<file path="src/pkg/hall_mcm_pkg.sv">
// Purpose: Constants and carriers for the Hall pattern switch block
// Assumes: 32-bit APB, byte addresses, one word per register
// Notes:   Reserved fields read as zero, except in the control register, which keeps the values written to them
package hall_mcm_pkg;

  // ----------------------------------------------------------------
  // Register map
  // ----------------------------------------------------------------
  localparam int         ADDR_W          = 8;
  localparam logic [7:0] CTRL_OFFSET     = 8'h00;
  localparam logic [7:0] DEADTIME_OFFSET = 8'h04;
  localparam logic [7:0] SHADOW_OFFSET   = 8'h08;
  localparam logic [7:0] ACTIVE_OFFSET   = 8'h0c;
  localparam logic [7:0] STATUS_OFFSET   = 8'h10;

  // ----------------------------------------------------------------
  // Field layouts
  // ----------------------------------------------------------------
  typedef struct packed {
    logic [3:0] pad3;
    logic [3:0] channel_mode_select2;
    logic [3:0] channel_mode_select1;
    logic [3:0] channel_mode_select0;
    logic [2:0] pad2;
    logic       delay_bypass;
    logic       pad1;
    logic [2:0] hall_sync_select;
    logic [1:0] pad0b;
    logic [1:0] switch_sync_select;
    logic       pad0;
    logic [2:0] switch_event_select;
  } ctrl_type;

  typedef struct packed {
    logic [13:0] pad1;
    logic        hall_transfer_request;
    logic        pattern_transfer_request;
    logic [1:0]  pad0b;
    logic [2:0]  expected_hall_pattern;
    logic [2:0]  current_hall_pattern;
    logic [1:0]  pad0;
    logic [5:0]  output_pattern;
  } pattern_type;

  typedef struct packed {
    logic [23:0] pad;
    logic        delay_mode;
    logic        wrong_hall;
    logic        correct_hall;
    logic        transfer_status_flag;
    logic        reminder;
    logic [2:0]  sampled_hall;
  } status_type;

  // ----------------------------------------------------------------
  // Reset values
  // ----------------------------------------------------------------
  localparam logic [31:0] CTRL_RESET     = 32'h0000_1000;
  localparam logic [31:0] PATTERN_RESET  = 32'h0000_0000;
  localparam logic [31:0] DEADTIME_RESET = 32'h0000_0000;

  // ----------------------------------------------------------------
  // Codes
  // ----------------------------------------------------------------
  localparam logic [2:0] SW_NONE        = 3'h0;
  localparam logic [2:0] SW_HALL        = 3'h1;
  localparam logic [2:0] SW_AUX_PM      = 3'h2;
  localparam logic [2:0] SW_MAIN_OM_DN  = 3'h3;
  localparam logic [2:0] SW_CH1_UP      = 3'h4;
  localparam logic [2:0] SW_MAIN_PM_UP  = 3'h5;
  localparam logic [1:0] SYNC_DIRECT    = 2'h0;
  localparam logic [1:0] SYNC_AUX_ZM    = 2'h1;
  localparam logic [1:0] SYNC_MAIN_ZM   = 2'h2;
  localparam logic [2:0] HS_EDGE        = 3'h0;
  localparam logic [2:0] HS_AUX_CM      = 3'h1;
  localparam logic [2:0] HS_AUX_PM      = 3'h2;
  localparam logic [2:0] HS_OFF         = 3'h3;
  localparam logic [2:0] HS_MAIN_PM_UP  = 3'h4;
  localparam logic [2:0] HS_MAIN_OM_DN  = 3'h5;
  localparam logic [2:0] HS_CH1_UP      = 3'h6;
  localparam logic [2:0] HS_CH1_DN      = 3'h7;
  localparam logic [3:0] MODE_HALL      = 4'h8;
  localparam logic       DIR_UP         = 1'b0;

endpackage : hall_mcm_pkg

</file>
<file path="src/logic/hall_pattern_switch.sv">
// Purpose: Multi-channel pattern switching with Hall pattern evaluation
// Assumes: All inputs synchronous to pclk; timer events are one-cycle pulses
// Notes:   APB slave answers in the first access cycle
//
// Chosen here: the APB slave port and the placing of the registers.
`timescale 1ns/100ps
module hall_pattern_switch
  import hall_mcm_pkg::*;
#(
  parameter int DT_W = 8
) (
  input  wire logic              pclk,
  input  wire logic              presetn,
  input  wire logic              psel,
  input  wire logic              penable,
  input  wire logic              pwrite,
  input  wire logic [ADDR_W-1:0] paddr,
  input  wire logic [31:0]       pwdata,
  output logic      [31:0]       prdata,
  output logic                   pready,
  output logic                   pslverr,
  input  wire logic [2:0]        position_input,
  input  wire logic              aux_period_match,
  input  wire logic              aux_zero_match,
  input  wire logic              aux_compare_match,
  input  wire logic              main_period_match,
  input  wire logic              main_one_match,
  input  wire logic              main_zero_match,
  input  wire logic              channel1_compare_match,
  input  wire logic              count_direction,
  output logic      [5:0]        active_output_pattern,
  output logic                   hall_compare_ready,
  output logic                   correct_hall_event,
  output logic                   wrong_hall_event,
  output logic                   pattern_shadow_transfer,
  output logic                   main_pwm_blocked
);

  // ----------------------------------------------------------------
  // Decoders
  // ----------------------------------------------------------------
  function automatic logic switch_event(input logic [2:0] sel, input logic che,
    input logic apm, input logic mom, input logic c61, input logic mpm,
    input logic dir);
    unique case (sel)
      SW_HALL:       switch_event = che;
      SW_AUX_PM:     switch_event = apm;
      SW_MAIN_OM_DN: switch_event = mom & (dir != DIR_UP);
      SW_CH1_UP:     switch_event = c61 & (dir == DIR_UP);
      SW_MAIN_PM_UP: switch_event = mpm & (dir == DIR_UP);
      default:       switch_event = 1'b0;
    endcase
  endfunction : switch_event

  function automatic logic hall_trigger(input logic [2:0] sel, input logic edge_seen,
    input logic acm, input logic apm, input logic mpm, input logic mom,
    input logic c61, input logic dir);
    unique case (sel)
      HS_EDGE:       hall_trigger = edge_seen;
      HS_AUX_CM:     hall_trigger = acm;
      HS_AUX_PM:     hall_trigger = apm;
      HS_OFF:        hall_trigger = 1'b0;
      HS_MAIN_PM_UP: hall_trigger = mpm & (dir == DIR_UP);
      HS_MAIN_OM_DN: hall_trigger = mom & (dir != DIR_UP);
      HS_CH1_UP:     hall_trigger = c61 & (dir == DIR_UP);
      HS_CH1_DN:     hall_trigger = c61 & (dir != DIR_UP);
    endcase
  endfunction : hall_trigger

  // ----------------------------------------------------------------
  // State
  // ----------------------------------------------------------------
  ctrl_type         ctrl, next_ctrl;
  logic [DT_W-1:0]  dead_time_value, next_dead_time_value;
  pattern_type      shadow, next_shadow;
  pattern_type      active, next_active;
  status_type       status, next_status;
  logic [2:0]       prev_pos, next_prev_pos;
  logic [DT_W-1:0]  dt_count, next_dt_count;
  logic             dt_busy, next_dt_busy;
  logic             ready_q, next_ready_q;
  logic             che_q, next_che_q;
  logic             whe_q, next_whe_q;
  logic             st_q, next_st_q;
  logic [31:0]      next_prdata;
  logic             next_pready;
  logic             next_pslverr;

  logic             wr_en;
  logic             rd_en;
  logic             delay_mode;
  logic             trig;
  logic             sw_evt;
  logic             sw_req;
  logic             hp_req;
  logic             do_transfer;
  logic             is_correct;
  logic             is_wrong;
  pattern_type      wr_pat;
  status_type       wr_clr;

  assign wr_en  = psel & penable & pready & pwrite;
  assign rd_en  = psel & ~penable & ~pwrite;
  assign wr_pat = pattern_type'(pwdata);
  assign wr_clr = status_type'(pwdata);
  assign sw_req = wr_en && paddr == SHADOW_OFFSET && wr_pat.pattern_transfer_request;
  assign hp_req = wr_en && paddr == SHADOW_OFFSET && wr_pat.hall_transfer_request;
  assign delay_mode = ctrl.channel_mode_select0 == MODE_HALL
                   && ctrl.channel_mode_select1 == MODE_HALL
                   && ctrl.channel_mode_select2 == MODE_HALL
                   && !ctrl.delay_bypass;
  assign trig = hall_trigger(ctrl.hall_sync_select, position_input != prev_pos,
                  aux_compare_match, aux_period_match, main_period_match,
                  main_one_match, channel1_compare_match, count_direction);
  assign is_correct = ready_q && position_input == active.expected_hall_pattern;
  assign is_wrong   = ready_q && position_input != active.expected_hall_pattern
                   && position_input != active.current_hall_pattern;
  assign sw_evt = switch_event(ctrl.switch_event_select, is_correct,
                  aux_period_match, main_one_match, channel1_compare_match,
                  main_period_match, count_direction);

  // ----------------------------------------------------------------
  // Switching and transfer
  // ----------------------------------------------------------------
  always_comb begin
    unique case (ctrl.switch_sync_select)
      SYNC_DIRECT:  do_transfer = sw_evt | sw_req | status.reminder;
      SYNC_AUX_ZM:  do_transfer = (status.reminder | sw_evt | sw_req) & aux_zero_match;
      SYNC_MAIN_ZM: do_transfer = (status.reminder | sw_evt | sw_req) & main_zero_match;
      default:      do_transfer = 1'b0;
    endcase
  end

  // ----------------------------------------------------------------
  // Hall evaluation next state
  // ----------------------------------------------------------------
  always_comb begin
    next_prev_pos = position_input;
    next_dt_busy  = dt_busy;
    next_dt_count = dt_count;
    next_ready_q  = 1'b0;
    if (delay_mode) begin
      if (trig) begin
        next_dt_busy  = 1'b1;
        next_dt_count = dead_time_value;
      end else if (dt_busy) begin
        if (dt_count == '0) begin
          next_dt_busy = 1'b0;
          next_ready_q = 1'b1;
        end else begin
          next_dt_count = dt_count - 1'b1;
        end
      end
    end else begin
      next_dt_busy = 1'b0;
      next_ready_q = trig;
    end
    next_che_q = is_correct;
    next_whe_q = is_wrong;
    next_st_q  = do_transfer;
  end

  always_ff @(posedge pclk or negedge presetn) begin
    if (!presetn) begin
      prev_pos <= '0;
      dt_busy  <= 1'b0;
      dt_count <= '0;
      ready_q  <= 1'b0;
      che_q    <= 1'b0;
      whe_q    <= 1'b0;
      st_q     <= 1'b0;
    end else begin
      prev_pos <= next_prev_pos;
      dt_busy  <= next_dt_busy;
      dt_count <= next_dt_count;
      ready_q  <= next_ready_q;
      che_q    <= next_che_q;
      whe_q    <= next_whe_q;
      st_q     <= next_st_q;
    end
  end

  // ----------------------------------------------------------------
  // Registers and APB next state
  // ----------------------------------------------------------------
  always_comb begin
    next_ctrl            = ctrl;
    next_dead_time_value = dead_time_value;
    next_shadow          = shadow;
    next_active          = active;
    next_status          = status;
    next_status.delay_mode = delay_mode;
    if (ready_q) begin
      next_status.sampled_hall = position_input;
    end
    if (wr_en) begin
      unique case (paddr)
        CTRL_OFFSET:     next_ctrl = ctrl_type'(pwdata);
        DEADTIME_OFFSET: next_dead_time_value = pwdata[DT_W-1:0];
        SHADOW_OFFSET: begin
          next_shadow.output_pattern        = wr_pat.output_pattern;
          next_shadow.current_hall_pattern  = wr_pat.current_hall_pattern;
          next_shadow.expected_hall_pattern = wr_pat.expected_hall_pattern;
        end
        STATUS_OFFSET: begin
          if (wr_clr.transfer_status_flag) next_status.transfer_status_flag = 1'b0;
          if (wr_clr.correct_hall) next_status.correct_hall = 1'b0;
          if (wr_clr.wrong_hall)   next_status.wrong_hall = 1'b0;
        end
        default: ;
      endcase
    end
    if (is_correct || hp_req) begin
      next_active.current_hall_pattern  = next_shadow.current_hall_pattern;
      next_active.expected_hall_pattern = next_shadow.expected_hall_pattern;
    end
    if (sw_evt || sw_req) begin
      next_status.reminder = 1'b1;
    end
    if (do_transfer) begin
      next_active.output_pattern = next_shadow.output_pattern;
      next_status.reminder = 1'b0;
      next_status.transfer_status_flag = 1'b1;
    end
    if (is_correct) next_status.correct_hall = 1'b1;
    if (is_wrong)   next_status.wrong_hall   = 1'b1;
    next_pready  = psel & ~penable;
    next_pslverr = 1'b0;
    next_prdata  = prdata;
    if (psel & ~penable) begin
      next_pslverr = 1'b1;
      next_prdata  = '0;
      unique case (paddr)
        CTRL_OFFSET:     begin next_pslverr = 1'b0; if (rd_en) next_prdata = ctrl; end
        DEADTIME_OFFSET: begin
          next_pslverr = 1'b0;
          if (rd_en) next_prdata = 32'(dead_time_value);
        end
        SHADOW_OFFSET:   begin next_pslverr = 1'b0; if (rd_en) next_prdata = shadow; end
        ACTIVE_OFFSET:   begin next_pslverr = 1'b0; if (rd_en) next_prdata = active; end
        STATUS_OFFSET:   begin next_pslverr = 1'b0; if (rd_en) next_prdata = status; end
        default: ;
      endcase
    end
  end

  always_ff @(posedge pclk or negedge presetn) begin
    if (!presetn) begin
      ctrl            <= ctrl_type'(CTRL_RESET);
      dead_time_value <= DEADTIME_RESET[DT_W-1:0];
      shadow          <= pattern_type'(PATTERN_RESET);
      active          <= pattern_type'(PATTERN_RESET);
      status          <= '0;
      prdata          <= '0;
      pready          <= 1'b0;
      pslverr         <= 1'b0;
    end else begin
      ctrl            <= next_ctrl;
      dead_time_value <= next_dead_time_value;
      shadow          <= next_shadow;
      active          <= next_active;
      status          <= next_status;
      prdata          <= next_prdata;
      pready          <= next_pready;
      pslverr         <= next_pslverr;
    end
  end

  // ----------------------------------------------------------------
  // Outputs
  // ----------------------------------------------------------------
  assign active_output_pattern   = active.output_pattern;
  assign hall_compare_ready      = ready_q;
  assign correct_hall_event      = che_q;
  assign wrong_hall_event        = whe_q;
  assign pattern_shadow_transfer = st_q;
  assign main_pwm_blocked        = status.delay_mode;

  // ----------------------------------------------------------------
  // Checks
  // ----------------------------------------------------------------
  chk_sw_direct: assert property (@(posedge pclk) disable iff (!presetn)
    sw_req && ctrl.switch_sync_select == SYNC_DIRECT |=> pattern_shadow_transfer)
    else $error("direct software request did not transfer");
  chk_aux_sync: assert property (@(posedge pclk) disable iff (!presetn)
    ctrl.switch_sync_select == SYNC_AUX_ZM && do_transfer |-> aux_zero_match)
    else $error("aux sync transfer without zero-match");
  chk_sync_reserved: assert property (@(posedge pclk) disable iff (!presetn)
    ctrl.switch_sync_select == 2'h3 |-> !do_transfer)
    else $error("reserved sync code transferred");
  chk_pattern_copy: assert property (@(posedge pclk) disable iff (!presetn)
    do_transfer |=> active_output_pattern == $past(next_shadow.output_pattern))
    else $error("output pattern not copied from shadow");
  chk_hall_copy: assert property (@(posedge pclk) disable iff (!presetn)
    is_correct |=> active.expected_hall_pattern == $past(next_shadow.expected_hall_pattern))
    else $error("hall patterns not copied on correct event");
  chk_wrong_class: assert property (@(posedge pclk) disable iff (!presetn)
    ready_q && position_input != active.current_hall_pattern
      && position_input != active.expected_hall_pattern |=> wrong_hall_event)
    else $error("wrong hall event not flagged");
  chk_spike_quiet: assert property (@(posedge pclk) disable iff (!presetn)
    ready_q && position_input == active.current_hall_pattern
      && position_input != active.expected_hall_pattern |=> !correct_hall_event && !wrong_hall_event)
    else $error("spike produced a hall event");
  chk_status_set: assert property (@(posedge pclk) disable iff (!presetn)
    do_transfer |=> status.transfer_status_flag && !status.reminder || $past(sw_evt))
    else $error("transfer did not set status flag");
  chk_hs_off: assert property (@(posedge pclk) disable iff (!presetn)
    ctrl.hall_sync_select == HS_OFF && !delay_mode |=> !hall_compare_ready)
    else $error("sampling ran while disabled");
  chk_edge_ready: assert property (@(posedge pclk) disable iff (!presetn)
    ctrl.hall_sync_select == HS_EDGE && !delay_mode && position_input != prev_pos
      |=> hall_compare_ready)
    else $error("edge did not raise compare ready");
  chk_delay_len: assert property (@(posedge pclk) disable iff (!presetn)
    delay_mode && trig && dead_time_value == 8'h02 ##1 (delay_mode && !trig)[*3]
      |=> hall_compare_ready)
    else $error("delay length wrong");
  chk_event_none: assert property (@(posedge pclk) disable iff (!presetn)
    ctrl.switch_event_select == SW_NONE |-> !sw_evt)
    else $error("event detected with no selection");

endmodule : hall_pattern_switch

</file>
<file path="config.mk">
export PLATFORM = sky130hd
export DESIGN_NAME = hall_pattern_switch
export DESIGN_NICKNAME = d
export VERILOG_FILES = /design/src/pkg/hall_mcm_pkg.sv /design/src/logic/hall_pattern_switch.sv
export SDC_FILE = /design/constraint.sdc
export NUM_CORES = 1
export LEC_CHECK = 0
export BUFFER_PORTS_ARGS = -buffer_cell sky130_fd_sc_hd__clkbuf_2
export CAP_MARGIN = 15
export CELL_PAD_IN_SITES_DETAIL_PLACEMENT = 0
export CELL_PAD_IN_SITES_GLOBAL_PLACEMENT = 2
export CORE_MARGIN = 2
export CORE_UTILIZATION = 30
export CTS_CLUSTER_SIZE = 20
export DETAILED_ROUTE_END_ITERATION = 8
export PLACE_DENSITY_LB_ADDON = 0.1
export SLEW_MARGIN = 5
export SYNTH_ARGS = -nofsm -noshare
export SYNTH_HDL_FRONTEND = slang
export SYNTH_SLANG_ARGS = --single-unit
</file>
<file path="constraint.sdc">
create_clock -name pclk -period 2.75 [get_ports pclk]
set_input_delay 0.55 -clock pclk [delete_from_list [all_inputs] [get_ports pclk]]
set_output_delay 0.55 -clock pclk [all_outputs]
set_load 0.03 [all_outputs]
</file>
# After elaboration in Yosys (flattened, before gate mapping)
# Index checks and enable logic that the tools add are counted.
# Widths: inputs -> output; s select.
[op_classes]
n_reduce_logical = 34
n_eq_ne = 26
n_mux = 35
n_bitwise = 18
shifts = 0
n_addsub = 1
magnitude_cmp = 0
div = 0
mul = 0
[op_table]
columns = ["operator", "count"]
rows = [
  ["$pmux 32 s5", 1],
  ["$mux 8", 5],
  ["$mux 32", 1],
  ["$mux 14", 2],
  ["$mux 6", 4],
  ["$reduce_bool 2->1", 11],
  ["$eq 3x3->1 const B", 6],
  ["$eq 8x4->1 const B", 2],
  ["$logic_not 8->1", 2],
  ["$mux 1", 16],
  ["$eq 3x2->1 const B", 4],
  ["$eq 4x4->1 const B", 3],
  ["$reduce_and 3->1", 4],
  ["$and 1x1->1", 11],
  ["$logic_and 1x1->1", 9],
  ["$ne 3x3->1", 3],
  ["$eq 8x3->1 const B", 1],
  ["$eq 8x5->1 const B", 1],
  ["$pmux 1 s8", 1],
  ["$sub 8x1->8 const B", 1],
  ["$eq 3x1->1 const B", 2],
  ["$mux 3", 2],
  ["$pmux 1 s5", 1],
  ["$reduce_or 5->1", 1],
  ["other kinds (13)", 20],
]
[totals]
latchBits = 0
rom_bits = 0
word_cells = 149
ram_bits = 0
reg_bits = 122
memories = 0
inputBits = 56
output_inout_bits = 45

# Depth between registers and ports, before layout
# Gate-level depths: netlist of the first run.
[depth]
ltp_word = 10
ltp_mapped = 8
depth_no_buf = 8

# Worst setup path before layout of the first run
# No wires, ideal clock.
[synth_timing]
path_type = "input-to-reg"
from = "input port paddr[0]"
to = "register dead_time_value[0]"
setup_time_ns = 0.125
path_buffers = 1
t_required_ns = 2.625
t_arrival_ns = 2.463
slack_ns = 0.162
stages = 5
cell_sequence = "or4_4 or3_4 or4b_4 buf_6 mux2_4"
[synth_via]
elab_chain_cells = 2
[synth_rtl]
columns = ["element", "line_no", "source"]
rows = [
  ["start, declared", "hall_pattern_switch.sv:17", "input wire logic [ADDR_W-1:0] paddr,"],
  ["$eq 8x3->1", "hall_pattern_switch.sv:197", "unique case (paddr)"],
  ["$reduce_and 2->1 (no line)", "--", ""],
  ["end signal, assigned", "hall_pattern_switch.sv:250", "dead_time_value <= DEADTIME_RESET[DT_W-1:0];"],
  ["end signal, assigned", "hall_pattern_switch.sv:259", "dead_time_value <= next_dead_time_value;"],
  ["end, declared", "hall_pattern_switch.sv:74", "logic [DT_W-1:0] dead_time_value, next_dead_time_value;"],
]
# No other way between the ends.
# A chain may end at the register's enable or synchronous reset.

# Worst setup path in the final report of the first run
[layout_timing]
from = "register ctrl[18] (netlist name)"
to = "register ready_q, in the netlist hall_compare_ready"
[layout_via]
elab_chain_cells = 5
[layout_rtl]
columns = ["element", "line_no", "source"]
rows = [
  ["start, declared", "hall_pattern_switch.sv:73", "ctrl_type ctrl, next_ctrl;"],
  ["start signal, assigned", "hall_pattern_switch.sv:249", "ctrl <= ctrl_type'(CTRL_RESET);"],
  ["start signal, assigned", "hall_pattern_switch.sv:258", "ctrl <= next_ctrl;"],
  ["$eq 4x4->1", "hall_pattern_switch.sv:108", "assign delay_mode = ctrl.channel_mode_select0 == MODE_HALL"],
  ["$logic_and 1x1->1", "hall_pattern_switch.sv:109", "&& ctrl.channel_mode_select1 == MODE_HALL"],
  ["$logic_and 1x1->1", "hall_pattern_switch.sv:110", "&& ctrl.channel_mode_select2 == MODE_HALL"],
  ["$logic_and 1x1->1", "hall_pattern_switch.sv:111", "&& !ctrl.delay_bypass;"],
  ["$mux 1", "hall_pattern_switch.sv:142", "if (delay_mode) begin"],
  ["named net next_ready_q", "hall_pattern_switch.sv:81", "logic ready_q, next_ready_q;"],
  ["end signal, assigned", "hall_pattern_switch.sv:176", "ready_q <= next_ready_q;"],
  ["end, declared", "hall_pattern_switch.sv:81", ""],
]
# The timed path passes the listed nets, and every way through them passes these cells.

==> results of run 1 <==
[flip-flops by register name, summed over array words and instances, names as in the netlist]
name / cells
active: 6
active_output_pattern: 6
correct_hall_event: 1
ctrl: 32
dead_time_value: 8
dt_busy: 1
dt_count: 8
hall_compare_ready: 1
main_pwm_blocked: 1
pattern_shadow_transfer: 1
prdata: 32
pready: 1
prev_pos: 3
pslverr: 1
shadow: 12
status: 7
wrong_hall_event: 1
[stage by stage]
stage	area, µm²	utilization (%)	setup WS (ps)
global route	7042	38.80	341.4
CTS	7042	38.80	410.4
finish	7042	38.80	440.3
global placement	6461	35.60	64.71
detailed placement	6461	35.60	43.40
floorplan	5600	-	162.3
[layer usage]
layer | vias to the layer above | GRT usage [%] | wire (µm)
li1 | 1921 | - | -
met1 | 2063 | 21.84 | 7309
met2 | 84 | 27.70 | 7736
met3 | 13 | 4.552 | 617
met4 | 0 | 4.789 | 155
met5 | - | 0 | 0
[critical path, delay by kind of cell (launching register included)]
kind / cells / cell delay (ps)
AO/OA/AOI/OAI: 1 / 220
flip-flops: 1 / 390
buffers and inverters: 1 / 280
AND/OR/NAND/NOR: 3 / 1310
[cell families after synthesis]
logic type,count (synthesis),synth area share [%]
AO/OA/AOI/OAI,98,12.00
XOR/XNOR,10,1.564
adder cells (fa/ha/maj),4,0.8937
buffers and inverters,39,3.284
flip-flops,122,54.54
multiplexers,87,17.58
AND/OR/NAND/NOR,104,10.14
[worst max-delay path by stage]
stage / to / slack [ps] / cells after the start
after floorplan: dead_time_value[0] / 160 / 5
after global routing: active_output_pattern[1] / 340 / 6
after global placement: dead_time_value[0] / 60 / 5
after CTS: hall_compare_ready / 410 / 5
after detailed placement: dead_time_value[3] / 40 / 5
final: hall_compare_ready / 440 / 5
[power breakdown]
group / switching (W) / internal [W]
Clock: 0.000829 / 0.00138
Combinational: 0.000296 / 0.000201
Sequential: 0.0000584 / 0.00187
[placed cells by master, fill, tap and decap left out, types with 4 or more instances in the layout]
cell       Yosys  layout
nand2_1       32      32
dfrtp_1      121     121
a22o_1        30      30
xnor2_1        7       7
clkbuf_2       0      99
o21ai_0       33      33
o22ai_1        6       6
nand4_1        5       5
nor2_1        26      26
nand3_1        6       6
nand2b_1       6       6
mux2_2        57      57
inv_1         11      11
mux2_4         8       8
buf_4          6      23
ha_1           4       4
nor2b_1        4       4
mux2i_1       20      20
a21oi_1        8       8
a2bb2oi_1      4       4
clkbuf_16      0      17
nor3b_1        4       4
clkinv_2       0       4
[cell type report]
type / instances / area, µm² / share of cell area [%]
clock buffers: 21 / 460.4 / 6.539
inverters: 11 / 41.29 / 0.5864
flip-flops and latches: 122 / 3054 / 43.37
clock inverters: 11 / 120.1 / 1.706
repair buffers: 124 / 708.2 / 10.06
well taps: 229 / 286.5 / 4.069
multi-input cells: 303 / 2371 / 33.67
==> impl_metrics.py, run 1 <==
metrics = {
    "synthesis": {
        "synthFlopType": "dfrtp_1",
        "ys_types": 51,
        "synth_area_per_cell_um2": 12.07,
        "yosys-top-cells-area": "dfrtp_1 54%, mux2_2 11%, a22o_1 4.7%, mux2i_1 3.6%, o21ai_0 2.9%",
        "netlist_area_mm2": 0.005600,
        "yosys-top-cells-count": "121 x dfrtp_1, 57 x mux2_2, 33 x o21ai_0, 32 x nand2_1, 30 x a22o_1",
        "yosys.cell_count.top_type": "dfrtp_1",
        "yosys.area.top_type": "dfrtp_1",
        "synth-seq-area-share_pct": 54.54,
        "syn-num-nets": 524,
        "synth_top_area_share_pct": 54.07,
        "ys.warnings.count": 0,
        "synth_enable_flop_cells": 0,
        "synthCells": 464,
        "ys_seq_elements": 122,
        "synthArstFlopShare_pct": 100.0,
    },
    "finish": {
        "n_fill_cell": 1799,
        "nNetsFinal": 639,
        "area_growth_pct": 25.74,
        "diodes": 0,
        "drive_above_1_share_pct": 38.68,
        "fin_cells": 821,
    },
    "placement": {
        "dp.cells": 789,
        "dp_hpwl_mm": 11.31,
        "port_buffers": 100,
        "gp_congestion": 0.7433,
    },
    "global_route": {
        "grt_pass1_wl_mm": 25.40,
        "grtUsageTotal_pct": 16.81,
        "grt_overflow": 0,
        "grt_start_max_net_pins": 47,
        "antenna_found_initial": 0,
        "first_global_vias": 4296,
    },
    "clock_network": {
        "post_cts_resized": 0,
        "cts_num_sinks": 122,
        "htree_levels": 4,
        "clkLatencyLatePin_ps": 420,
        "cts_setup_buffers": 0,
        "ctsHoldBuffers": 0,
        "cts_tree": "built",
        "cts_buffers": 17,
        "root_buffer": "clkbuf_16",
        "cts_buffer_depth": 2,
        "clkTransAtPathRegs_ps": 60,
    },
    "power_and_ir_drop": {
        "p_total_w": 0.004633,
        "power.leakage_nw": 3.536,
        "powerDensity_mw_per_mm2": 657.9,
        "ir_drop_mv": 0.4262,
    },
    "die": {
        "fp.dieW_um": 140.6,
        "die_y_um": 140.6,
        "start_util_pct": 30.86,
        "die_area_mm2": 0.01978,
        "fp.coreArea_mm2": 0.01815,
        "fp-row-count": 49,
        "io_pins": 101,
    },
    "routing": {
        "final_antenna_net_count": 0,
        "wl_per_cell_um": 19.27,
        "vias": 4081,
        "drt_iter0_drc": 218,
        "via_per_inst": 4.971,
        "drc": 0,
        "drtPass1Iterations": 6,
        "routed_wl_mm": 15.82,
    },
    "sta": {
        "fin_crit_sh_pct": 83.99,
        "fin_hold_ws_ps": 117.7,
        "fmax_mhz": 432.9,
        "finalSetupViolCount": 0,
        "rsz0062_at_grt": "false",
        "tns_ps": 0,
        "clock_skew_ps": 8.807,
        "report.final.slew_viol_count": 0,
        "slew_headroom_pct": 63.51,
        "layout_min_cycle_time_ps": 2310,
        "hold_violations": 0,
        "worst_pin_slew_ps": 547.4,
    },
    "setup_path": {
        "crit_arrival_ps": 2620,
        "cp_max_fo": 8,
        "r2r-end": "hall_compare_ready",
        "cp-start-kind": "register",
        "reg2reg_setup_slack_ps": 440,
        "cp-end-kind": "register",
        "critPathSlowestCell": "nor4b_1",
        "worstPathRequired_ps": 3060,
        "worstSetupStartpoint": "ctrl[18]",
        "critPathKind": "register to register",
        "crit_chain": "nor4b_1 -> nand4_1 -> buf_4 -> or4_1 -> o21ai_0",
        "regToRegStartpoint": "ctrl[18]",
        "max_stage_delay_ps": 480,
        "rr_worst_depth": 5,
    },
    "status": {
        "run_status": "finished clean",
    },
    "run": {
        "drv_cap": 0,
    },
    "worst_hold_path": {
        "hp-class": "input port to async pin",
    },
}
No activity file was read; power rests on OpenSTA's default activity.
==> inputs of run 2 (changes only) <==
--- a/config.mk
+++ b/config.mk
@@ -5,6 +5,7 @@
 export SDC_FILE = /design/constraint.sdc
 export NUM_CORES = 1
 export LEC_CHECK = 0
+export ABC_AREA = 1
 export BUFFER_PORTS_ARGS = -buffer_cell sky130_fd_sc_hd__clkbuf_2
 export CAP_MARGIN = 15
 export CELL_PAD_IN_SITES_DETAIL_PLACEMENT = 0
==> constraint.sdc (replaced) <==
create_clock -name pclk -period 1.85 [get_ports pclk]
set_input_delay 0.37 -clock pclk [delete_from_list [all_inputs] [get_ports pclk]]
set_output_delay 0.37 -clock pclk [all_outputs]
set_load 0.03 [all_outputs]
==> impl_metrics.py, run 2 <==
metrics = {
    "status": {
        "run_status": "finished clean",
    },
    "sta": {
        "slew_headroom_pct": 65.25,
        "fin_crit_sh_pct": 88.79,
        "worst_pin_slew_ps": 521.3,
        "hold_violations": 0,
        "finalSetupViolCount": 0,
        "fin_hold_ws_ps": 129.7,
        "report.final.slew_viol_count": 0,
        "clock_skew_ps": 7.714,
        "rsz0062_at_grt": "false",
        "layout_min_cycle_time_ps": 1643,
        "setup_slack_ps": 207.4,
        "fmax_mhz": 608.8,
    },
    "routing": {
        "drc": 0,
        "routed_wl_mm": 16.91,
        "wl_per_cell_um": 16.58,
        "via_per_inst": 4.761,
        "drt_iter0_drc": 260,
        "final_antenna_net_count": 0,
        "vias": 4856,
        "drtPass1Iterations": 4,
    },
    "synthesis": {
        "synth_top_area_share_pct": 52.80,
        "ys_types": 40,
        "synth_area_per_cell_um2": 8.808,
        "yosys-top-cells-area": "dfrtp_1 53%, nand2_1 10%, nand3_1 6.5%, inv_1 4.3%, o21ai_0 3.9%",
        "synthArstFlopShare_pct": 100.0,
        "synthCells": 651,
        "yosys.area.top_type": "dfrtp_1",
        "ys.warnings.count": 0,
        "synth-seq-area-share_pct": 53.26,
        "yosys.cell_count.top_type": "nand2_1",
        "yosys-top-cells-count": "159 x nand2_1, 121 x dfrtp_1, 74 x nand3_1, 66 x inv_1, 45 x o21ai_0",
        "syn-num-nets": 711,
        "synthFlopType": "dfrtp_1",
        "netlist_area_mm2": 0.005734,
        "ys_seq_elements": 122,
        "synth_enable_flop_cells": 0,
    },
    "global_route": {
        "use_met1_pct": 24.84,
        "met2_usage_pct": 28.30,
        "grtUsageTotal_pct": 17.79,
        "grt_pass1_wl_mm": 27.29,
        "globalRoute.busiestLayer": "met2",
        "first_global_vias": 4968,
        "grt_overflow": 0,
        "met3_usage_pct": 3.634,
        "grt_start_max_net_pins": 83,
        "antenna_found_initial": 0,
    },
    "setup_path": {
        "crit_arrival_ps": 1270,
        "cp-start-kind": "register",
        "cp_max_fo": 10,
        "critPathSlowestCell": "dfrtp_1",
        "crit_buf_inv": 1,
        "critPathKind": "register to output port",
        "critPathTopFamily": "flip-flops",
        "crit_chain": "clkbuf_2",
        "max_stage_delay_ps": 580,
        "worstPathRequired_ps": 1480,
        "cp-end-kind": "output port",
    },
    "worst_hold_path": {
        "hp-class": "input port to register",
    },
    "finish": {
        "fin_area_mm2": 0.007292,
        "ff_latch_area_mm2": 0.003055,
        "multi_input_area_mm2": 0.002277,
        "nNetsFinal": 833,
        "area_growth_pct": 27.17,
        "top_regs": "ctrl: 32 flops, prdata: 32 flops, shadow: 12 flops",
        "fin_cells": 1020,
        "n_fill_cell": 1939,
        "diodes": 0,
        "drive_above_1_share_pct": 25.45,
        "layout_common_cells": "157 x nand2_1, 120 x dfrtp_1, 99 x clkbuf_2",
        "final_common_cell": "nand2_1",
    },
    "clock_network": {
        "cts_buffers": 17,
        "clkTransAtPathRegs_ps": 60,
        "cts_setup_buffers": 0,
        "clkLatencyLatePin_ps": 410,
        "cts_num_sinks": 122,
        "root_buffer": "clkbuf_16",
        "cts_tree": "built",
        "cts_buffer_depth": 2,
        "htree_levels": 4,
    },
    "power_and_ir_drop": {
        "p_total_w": 0.006290,
        "p_comb_share_pct": 5.8,
        "p_switching_w": 0.001549,
        "ir_drop_mv": 0.6294,
        "internal_power_w": 0.004741,
        "powerDensity_mw_per_mm2": 862.6,
        "p_clk_share_pct": 50.9,
        "power.leakage_nw": 3.700,
        "switching_share_pct": 24.63,
        "seqPwrFrac_pct": 43.3,
    },
    "die": {
        "die_y_um": 142.3,
        "start_util_pct": 30.66,
        "io_pins": 101,
        "fp.coreArea_mm2": 0.01871,
        "fp-row-count": 50,
        "fp.dieW_um": 142.3,
        "die_area_mm2": 0.02024,
    },
    "placement": {
        "dp_hpwl_mm": 12.52,
        "dp.cells": 987,
        "pre_cts_ws_ps": -14.25,
        "dpl_cell_area_mm2": 0.006696,
        "port_buffers": 100,
        "gp_congestion": 0.7687,
    },
    "run": {
        "drv_cap": 0,
    },
}
[run 2: final timing paths]
check / startpoint / endpoint / slack (ps) / cells past startpoint
max: hall_compare_ready / hall_compare_ready / 210 / 1
min: position_input[0] / prev_pos[0] / 130 / 1
max reg2reg: ctrl[8] / dt_count[7] / 210 / 11
min reg2reg: dt_count[0] / dt_count[0] / 480 / 2
max in group asynchronous: presetn / ctrl[8] / 860 / 3
min in group asynchronous: presetn / prdata[14] / 530 / 3
[run 2: what timing repair did]
action / CTS / global route
hold buffers: 1 / 0
resized for setup: 0 / 5
endpoints found under the hold margin: 2 / 0
setup endpoints to repair: 0 / 8
[run 2: kinds of logic after synthesis]
logic type / synth area share, %
XOR/XNOR: 1.069
multiplexers: 2.553
buffers and inverters: 7.244
flip-flops: 53.26
AND/OR/NAND/NOR: 24.63
adder cells (fa/ha/maj): 0.8728
AO/OA/AOI/OAI: 10.36
[run 2: per-layer routing]
layer  share of wire, %  routed length, µm
met2                 47               7878
met1                 48               8082
met3                4.5                763
met5                  0                  0
met4                1.1                187
[run 2: per-stage QoR]
step	setup TNS (ps)	utilization [%]
after floorplan	0	-
after global placement	-49.67	35.80
after detailed placement	-19.33	35.80
after CTS	0	38.91
after global routing	0	38.98
final	0	38.98
[run 2: final cells by class]
| cell class | instances | area share (%) |
|---|---|---|
| flip-flops and latches | 122 | 41.90 |
| clock inverters | 13 | 1.630 |
| inverters | 69 | 3.552 |
| multi-input cells | 429 | 31.23 |
| repair buffers | 134 | 11.46 |
| well taps | 234 | 4.015 |
| clock buffers | 19 | 6.211 |
[run 2: power by group through the flow]
| stage | Sequential [W] | Combinational (W) | Clock (W) |
|---|---|---|---|
| after floorplan | 0.00278 | 0.000136 | 0 |
| after global placement | 0.00277 | 0.000371 | 0 |
| after detailed placement | 0.00277 | 0.000373 | 0 |
| after CTS | 0.00272 | 0.000376 | 0.00329 |
| after global routing | 0.00273 | 0.000412 | 0.00341 |
| final | 0.00272 | 0.000364 | 0.00320 |
